**src/common/prio_pkg.sv**
```systemverilog
// shared constants for the interrupt priority word bank
package prio_pkg;
   localparam int ADDR_W   = 4;
   localparam int DATA_W   = 16;
   localparam int FIELD_W  = 3;
   localparam int NUM_SRC  = 12;
   localparam int NUM_WORD = 4;

   // word offsets on the register port
   localparam logic [ADDR_W-1:0] OFS_WORD_FIVE  = 4'h0;
   localparam logic [ADDR_W-1:0] OFS_WORD_SIX   = 4'h1;
   localparam logic [ADDR_W-1:0] OFS_WORD_EIGHT = 4'h2;
   localparam logic [ADDR_W-1:0] OFS_WORD_NINE  = 4'h3;
   localparam logic [ADDR_W-1:0] OFS_LEVELS_LO  = 4'h4;
   localparam logic [ADDR_W-1:0] OFS_LEVELS_HI  = 4'h5;

   // field low-bit positions
   localparam int POS_HIGH = 12;
   localparam int POS_MID  = 8;
   localparam int POS_LOW  = 4;
   localparam int POS_BASE = 0;

   // implemented-bit masks of each word
   localparam logic [DATA_W-1:0] MASK_WORD_FIVE  = 16'h7770;
   localparam logic [DATA_W-1:0] MASK_WORD_SIX   = 16'h7777;
   localparam logic [DATA_W-1:0] MASK_WORD_EIGHT = 16'h0077;
   localparam logic [DATA_W-1:0] MASK_WORD_NINE  = 16'h7770;

   localparam logic [FIELD_W-1:0] PRIO_RESET    = 3'h4;
   localparam logic [FIELD_W-1:0] PRIO_DISABLED = 3'h0;

   // source indices into the level vector
   localparam int SRC_TIMER_FOUR  = 0;
   localparam int SRC_COMPARE_CH4 = 1;
   localparam int SRC_COMPARE_CH3 = 2;
   localparam int SRC_SER_B_TX    = 3;
   localparam int SRC_SER_B_RX    = 4;
   localparam int SRC_EXT_TWO     = 5;
   localparam int SRC_TIMER_FIVE  = 6;
   localparam int SRC_SPI_B_EVENT = 7;
   localparam int SRC_SPI_B_FAULT = 8;
   localparam int SRC_CAPTURE_CH5 = 9;
   localparam int SRC_CAPTURE_CH4 = 10;
   localparam int SRC_CAPTURE_CH3 = 11;
endpackage

```
**src/common/prio_word_if.sv**
```systemverilog
// write/read carrier between the bank and one priority word
`timescale 1ns/10ps
interface prio_word_if;
   logic                          wr;
   logic [prio_pkg::DATA_W-1:0]   wdata;
   logic [prio_pkg::DATA_W-1:0]   value;
   modport bank (output wr, output wdata, input value);
   modport word (input wr, input wdata, output value);
endinterface

```
**src/rtl/prio_bank.sv**
```systemverilog
// bank of four interrupt priority words with decoded per-source levels
`timescale 1ns/10ps
// Functional notes
// - code 111 gives priority level 7
// - code 001 gives level 1, others matching
// - code 000 disables the source
// - word six bits 10:8 serial B receive
// - word six bits 6:4 external irq two
// - word eight bits 6:4 SPI B event
// - word eight bits 2:0 SPI B fault
// - word nine bits 14:12 capture ch5
// - word nine bits 10:8 capture ch4
// - word nine bits 6:4 capture ch3
module prio_bank (
   input  wire logic                                           i_clk,
   input  wire logic                                           i_rst_b,
   input  wire logic [prio_pkg::ADDR_W-1:0]                    i_addr,
   input  wire logic [prio_pkg::DATA_W-1:0]                    i_wdata,
   input  wire logic                                           i_wr,
   input  wire logic                                           i_rd,
   output logic      [prio_pkg::DATA_W-1:0]                    o_rdata,
   output logic      [prio_pkg::NUM_SRC*prio_pkg::FIELD_W-1:0] o_level,
   output logic      [prio_pkg::NUM_SRC-1:0]                   o_enable
);
   // level of the field whose low bit is at pos; the code is the level itself
   function automatic logic [prio_pkg::FIELD_W-1:0] field(
      input logic [prio_pkg::DATA_W-1:0] w,
      input int                          pos
   );
      field = w[pos +: prio_pkg::FIELD_W];
   endfunction

   // reset image: code 100 in every implemented field
   function automatic logic [prio_pkg::DATA_W-1:0] init_of(
      input logic [prio_pkg::DATA_W-1:0] mask
   );
      logic [prio_pkg::DATA_W-1:0] r;
      r = '0;
      for (int i = 0; i < prio_pkg::DATA_W; i += 4) begin
         if (mask[i +: prio_pkg::FIELD_W] != prio_pkg::PRIO_DISABLED) begin
            r[i +: prio_pkg::FIELD_W] = prio_pkg::PRIO_RESET;
         end
      end
      init_of = r;
   endfunction

   prio_word_if w5 ();
   prio_word_if w6 ();
   prio_word_if w8 ();
   prio_word_if w9 ();

   wire logic hit5 = i_addr == prio_pkg::OFS_WORD_FIVE;
   wire logic hit6 = i_addr == prio_pkg::OFS_WORD_SIX;
   wire logic hit8 = i_addr == prio_pkg::OFS_WORD_EIGHT;
   wire logic hit9 = i_addr == prio_pkg::OFS_WORD_NINE;

   assign w5.wr    = i_wr & hit5;
   assign w6.wr    = i_wr & hit6;
   assign w8.wr    = i_wr & hit8;
   assign w9.wr    = i_wr & hit9;
   assign w5.wdata = i_wdata;
   assign w6.wdata = i_wdata;
   assign w8.wdata = i_wdata;
   assign w9.wdata = i_wdata;

   // masking at the word keeps unused bits zero for every read path
   prio_word #(
      .MASK (prio_pkg::MASK_WORD_FIVE),
      .INIT (init_of(prio_pkg::MASK_WORD_FIVE))
   ) u_word_five (
      .i_clk   (i_clk),
      .i_rst_b (i_rst_b),
      .port    (w5.word)
   );
   prio_word #(
      .MASK (prio_pkg::MASK_WORD_SIX),
      .INIT (init_of(prio_pkg::MASK_WORD_SIX))
   ) u_word_six (
      .i_clk   (i_clk),
      .i_rst_b (i_rst_b),
      .port    (w6.word)
   );
   prio_word #(
      .MASK (prio_pkg::MASK_WORD_EIGHT),
      .INIT (init_of(prio_pkg::MASK_WORD_EIGHT))
   ) u_word_eight (
      .i_clk   (i_clk),
      .i_rst_b (i_rst_b),
      .port    (w8.word)
   );
   prio_word #(
      .MASK (prio_pkg::MASK_WORD_NINE),
      .INIT (init_of(prio_pkg::MASK_WORD_NINE))
   ) u_word_nine (
      .i_clk   (i_clk),
      .i_rst_b (i_rst_b),
      .port    (w9.word)
   );

   logic [prio_pkg::FIELD_W-1:0] lvl [prio_pkg::NUM_SRC];

   assign lvl[prio_pkg::SRC_TIMER_FOUR]  = field(w5.value, prio_pkg::POS_HIGH);
   assign lvl[prio_pkg::SRC_COMPARE_CH4] = field(w5.value, prio_pkg::POS_MID);
   assign lvl[prio_pkg::SRC_COMPARE_CH3] = field(w5.value, prio_pkg::POS_LOW);
   assign lvl[prio_pkg::SRC_SER_B_TX]    = field(w6.value, prio_pkg::POS_HIGH);
   assign lvl[prio_pkg::SRC_SER_B_RX]    = field(w6.value, prio_pkg::POS_MID);
   assign lvl[prio_pkg::SRC_EXT_TWO]     = field(w6.value, prio_pkg::POS_LOW);
   assign lvl[prio_pkg::SRC_TIMER_FIVE]  = field(w6.value, prio_pkg::POS_BASE);
   assign lvl[prio_pkg::SRC_SPI_B_EVENT] = field(w8.value, prio_pkg::POS_LOW);
   assign lvl[prio_pkg::SRC_SPI_B_FAULT] = field(w8.value, prio_pkg::POS_BASE);
   assign lvl[prio_pkg::SRC_CAPTURE_CH5] = field(w9.value, prio_pkg::POS_HIGH);
   assign lvl[prio_pkg::SRC_CAPTURE_CH4] = field(w9.value, prio_pkg::POS_MID);
   assign lvl[prio_pkg::SRC_CAPTURE_CH3] = field(w9.value, prio_pkg::POS_LOW);

   // flat level vector, 3 bits per source; level equals the code, 7 highest
   logic [prio_pkg::NUM_SRC*prio_pkg::FIELD_W-1:0] level_flat;
   logic [prio_pkg::NUM_SRC-1:0]                   en_flat;
   always_comb begin
      level_flat = '0;
      en_flat    = '0;
      for (int s = 0; s < prio_pkg::NUM_SRC; s++) begin
         level_flat[s*prio_pkg::FIELD_W +: prio_pkg::FIELD_W] = lvl[s];
         en_flat[s] = lvl[s] != prio_pkg::PRIO_DISABLED;
      end
   end

   // levels are straight from word flops; enable is the only gate added
   assign o_level  = level_flat;
   assign o_enable = en_flat;

   // read mux: decoded enable bits readable too, so software can see consumer view
   logic [prio_pkg::DATA_W-1:0] next_rdata;
   always_comb begin
      case (i_addr)
         prio_pkg::OFS_WORD_FIVE:  next_rdata = w5.value;
         prio_pkg::OFS_WORD_SIX:   next_rdata = w6.value;
         prio_pkg::OFS_WORD_EIGHT: next_rdata = w8.value;
         prio_pkg::OFS_WORD_NINE:  next_rdata = w9.value;
         prio_pkg::OFS_LEVELS_LO:  next_rdata = {4'h0, en_flat};
         prio_pkg::OFS_LEVELS_HI:  next_rdata = 16'h0000;
         default:                  next_rdata = 16'h0000;
      endcase
   end

   always_ff @(posedge i_clk or negedge i_rst_b) begin
      if (!i_rst_b) begin
         o_rdata <= '0;
      end else if (i_rd) begin
         o_rdata <= next_rdata;
      end else begin
         o_rdata <= '0;
      end
   end
endmodule

```
**src/rtl/prio_word.sv**
```systemverilog
// one masked priority word: unimplemented bits held at zero
`timescale 1ns/10ps
module prio_word #(
   parameter logic [prio_pkg::DATA_W-1:0] MASK = '0,
   parameter logic [prio_pkg::DATA_W-1:0] INIT = '0
) (
   input  wire logic     i_clk,
   input  wire logic     i_rst_b,
   prio_word_if.word     port
);
   logic [prio_pkg::DATA_W-1:0] value;

   always_ff @(posedge i_clk or negedge i_rst_b) begin
      if (!i_rst_b) begin
         value <= INIT;
      end else if (port.wr) begin
         value <= port.wdata & MASK;
      end
   end

   assign port.value = value;
endmodule

```
**config.mk**
```make
export PLATFORM = sky130hd
export DESIGN_NAME = prio_bank
export DESIGN_NICKNAME = d
export VERILOG_FILES = /design/src/common/prio_pkg.sv /design/src/common/prio_word_if.sv /design/src/rtl/prio_bank.sv /design/src/rtl/prio_word.sv
export SDC_FILE = /design/constraint.sdc
export NUM_CORES = 1
export LEC_CHECK = 0
export ABC_AREA = 1
export BUFFER_PORTS_ARGS = -buffer_cell sky130_fd_sc_hd__buf_4
export CAP_MARGIN = 15
export CORE_ASPECT_RATIO = 1.5
export CORE_MARGIN = 5
export CORE_UTILIZATION = 47
export DETAILED_ROUTE_END_ITERATION = 8
export HOLD_SLACK_MARGIN = 0.02
export PLACE_DENSITY = 0.75
export SLEW_MARGIN = 20
export SYNTH_ARGS = -nofsm -noshare
export SYNTH_HDL_FRONTEND = slang
export SYNTH_HIERARCHICAL = 1
export SYNTH_SLANG_ARGS = --single-unit
```
**constraint.sdc**
```tcl
create_clock -name i_clk -period 0.9 [get_ports i_clk]
set_input_delay 0.045 -clock i_clk [delete_from_list [all_inputs] [get_ports i_clk]]
set_output_delay 0.045 -clock i_clk [all_outputs]
set_load 0.02 [all_outputs]
```
==> results <==
- The detailed router's first-iteration violation count is 407.
- The signal arrival time at the worst endpoint is 1250 ps.
- The critical path is of the reg2out type.
- The die is 107 um tall.
- Once detailed placement completed, the half-perimeter wirelength came to 6.97 mm.
- The repair_antennas step left the layout with diodes totalling 0.
- The min-delay analysis places its worst path in the category in2async.
- The core area is 6130 um2.
- The peak supply drop is 1.33 mV.
- The analysis attributes to net switching a power of 4.04 mW.
- The number of setup violations in the final report is 88.
- The library cell used as clock root buffer is sky130_fd_sc_hd__clkbuf_8.
- Clock-pin slew was measured on the worst setup and hold paths at 100 ps.
- The final reports fail on negative setup slack.
- The final-stage net count is 640.
- The number of levels the H-tree was split into is 2.
- The worst slack after detailed placement is -212 ps.
- Per report_power, the combinational group accounts for 56.0% of the total.
- Timing would allow up to 0.772 GHz.
- In the final timing run, aggregate negative setup slack is -16220 ps.
- The cell-internal power is 6.67 mW.
- The average size of a mapped cell is 7.24 um2.
- The number of antenna violations at the first check in global routing is 0.
- The total of max-cap violations is 0.
- The number of hold violations in the final report is 0.
- The gate count after technology mapping is 410.
- Synthesis instantiated 22 different standard cells from the library.
- In this run the power density over the cells is 1960 nW/um2.
- The overall die area is 8040 um2.
- The largest individual stage delay along the critical path comes from the cell sky130_fd_sc_hd__dfrtp_2.
- The die span in x is 74.9 um.
- Measured on the finished design, the core utilization comes to 89.2%.
- The number of global-route vias before repair is 3753.
- The average vias per placed instance is 5.63.
- The placer congestion estimate is 0.916.
- Leaving out fill and tap cells, the most frequent cell in the layout is sky130_fd_sc_hd__buf_6.
- The initial core utilization is 48.4%.
- The routed wire length is 14.2 mm.
- The switching power as a share of total power is 37.7%.
- The total global-route track usage is 30.3%.
- The flow ran to the end, but the final reports show violations.
- The fraction of power consumed by the clock network is 13.2%.
- Hold timing on the final database bottoms out at a slack of 141 ps.
- After routing the design area is 5470 um2.
- In the layout the commonest cells are 127 x sky130_fd_sc_hd__buf_6, 109 x sky130_fd_sc_hd__nand2_1, 73 x sky130_fd_sc_hd__buf_4.
- The routed wirelength normalized by instance count is 20.5 um.
- The sequential cell fraction of total power is 30.7%.
- The TritonCTS buffer count is 5.
- The share of synthesized flip-flops with an asynchronous set or reset is 100%.
- Data on the critical path is required at its endpoint by 850 ps.
- The worst-case setup margin in the final layout is -395 ps.
- The count of nets left with antenna violations once routing finished came out at 0.
- TritonCTS built the clock tree.
- The maximum number of pins on one net before global-route repair is 39.
- The final critical path time including I/O delays and setup is 1300 ps.
- At the later pin of the worst-skew pair, clock insertion delay measures 310 ps.
- Fill cells in the final layout number 239.
- The longest clock path from root to sink contains 2 buffers.
- In the finished design, the share of the clock period the worst path needs comes to 144%.
- The number of max-slew violations in the final report came to 0.
- The number of detailed-route iterations in the first pass is 6.
- Summing internal, switching and leakage power gives 10.7 mW.
- Relative to the synthesized area, the layout overhead comes to 84.2%.
- In this run, placement finished with an instance count of 619.
- The fraction of layout instances using a drive strength above 1 is 58.2%.
- The global-route wire length before repair is 18.6 mm.
- The total placed instance area is 4140 um2.
- In this run the static leakage power is 2.82 nW.
- The sequential cell area fraction in the yosys report is 44.3%.
- The clock drives 52 sinks.
- The total overflow left after global routing is 0.
- Input and output buffers added on the ports amount to 83.
- Once layout is complete, the cells apart from fillers number 691.
- On the final layout, the worst clock skew is 8.01 ps.
- Detailed routing inserted a total of 3892 vias.
- The post-route DRC violation count is 0.
- The signal on the critical path passes through inv_2 -> nand2_2 -> nor2_4 -> buf_6 -> inv_2 -> buf_6.
- Setup repair after global routing could not meet its margin everywhere.
- For this design the top-level I/O count stands at 88.
- In this run, synthesis produced a sequential element count of 52.
- The floorplan has 35 rows.
- The peak fanout along the critical path is 2.
- For this run, the number of Yosys warnings is 6.
- The number of synthesized flops with an enable pin is 0.
- The kind of capture point of the worst setup path is an output pin.
- In this run the cell area of the synthesized design comes to 2970 um2.
- The biggest cell delay along the critical path is 430 ps.
- In the synthesized netlist the dominant register cell turns out to be sky130_fd_sc_hd__dfrtp_1.
- STA classifies the critical path startpoint as a register.
[cell usage after synthesis (4+ instances only)]
master	instances	area (um2)
sky130_fd_sc_hd__buf_4	30	225
sky130_fd_sc_hd__buf_2	5	25.0
sky130_fd_sc_hd__inv_1	24	90.1
sky130_fd_sc_hd__nand2_1	159	597
sky130_fd_sc_hd__nand3_1	57	285
sky130_fd_sc_hd__nor2_4	4	45.0
sky130_fd_sc_hd__nor2_1	46	173
sky130_fd_sc_hd__conb_1	4	15.0
sky130_fd_sc_hd__inv_2	8	30.0
sky130_fd_sc_hd__nand3_2	4	40.0
sky130_fd_sc_hd__buf_6	5	56.3
sky130_fd_sc_hd__dfstp_2	12	315
sky130_fd_sc_hd__dfrtp_1	40	1000
[repair_timing]
item / 4_1_cts / 5_1_grt
hold buffers: 13 / 0
endpoints found under the setup margin: 64 / 89
gates resized for setup: 119 / 93
pin swaps: 24 / 53
endpoints found under the hold margin: 81 / 0
buffers inserted: 39 / 24
[cells by family after synthesis]
family | count (synthesis) | share of synthesized area (%)
AND/OR/NAND/NOR | 274 | 39.2
AO/OA/AOI/OAI | 7 | 1.31
flip-flops | 52 | 44.3
other | 4 | 0.506
buffers and inverters | 73 | 14.7
[worst max-delay path, delay by kind of cell (launching register included)]
family | cells | cell delay (ps)
and+or+nand+nor | 2 | 200
buffers and inverters | 4 | 330
DFF | 1 | 430
[metal layers]
layer,vias up,track usage (%),wire length [um]
met4,0,17.4,954
met1,1863,33.5,4730
met3,95,4.30,1240
met5,-,0,0
met2,316,53.2,7240
li1,1618,-,-
[power groups by stage]
| stage | clock (mW) | combinational (mW) | sequential, mW |
|---|---|---|---|
| 6_report | 1.42 | 6.00 | 3.29 |
| 5_1_grt | 1.47 | 6.27 | 3.31 |
| 4_1_cts | 1.38 | 5.04 | 3.21 |
| 3_5_place_dp | 0 | 3.57 | 3.23 |
| 3_3_place_gp | 0 | 3.52 | 3.21 |
| 2_1_floorplan | 0 | 1.20 | 3.70 |
[registers in the layout (all words and copies together) (netlist names)]
name	flops
u_word_nine/port.value	9
u_word_six/port.value	12
u_word_five/port.value	9
u_word_eight/port.value	6
o_rdata	16
[worst paths after layout]
kind / startpoint / end / slack (ps) / cells past startpoint
max: u_word_five/port.value[13] / o_enable[0] / -400 / 6
min: i_rst_b / u_word_six/port.value[0] / 140 / 2
max reg2reg: u_word_nine/port.value[13] / o_rdata[9] / -290 / 7
min reg2reg: u_word_six/port.value[6] / u_word_six/port.value[6] / 520 / 2
max in group asynchronous: i_rst_b / o_rdata[14] / 260 / 3
min in group i_clk: i_rd / o_rdata[1] / 180 / 4
[area by class of cell]
cell class | count | area (um2) | area share (%)
inverters | 32 | 120 | 2.20
flip-flops and latches | 52 | 1350 | 24.6
clock buffers | 6 | 82.6 | 1.51
clock inverters | 2 | 10.0 | 0.183
repair buffers | 216 | 2170 | 39.6
multi-input cells | 309 | 1650 | 30.2
well taps | 74 | 92.6 | 1.69
(Power assumes the default switching activity.)
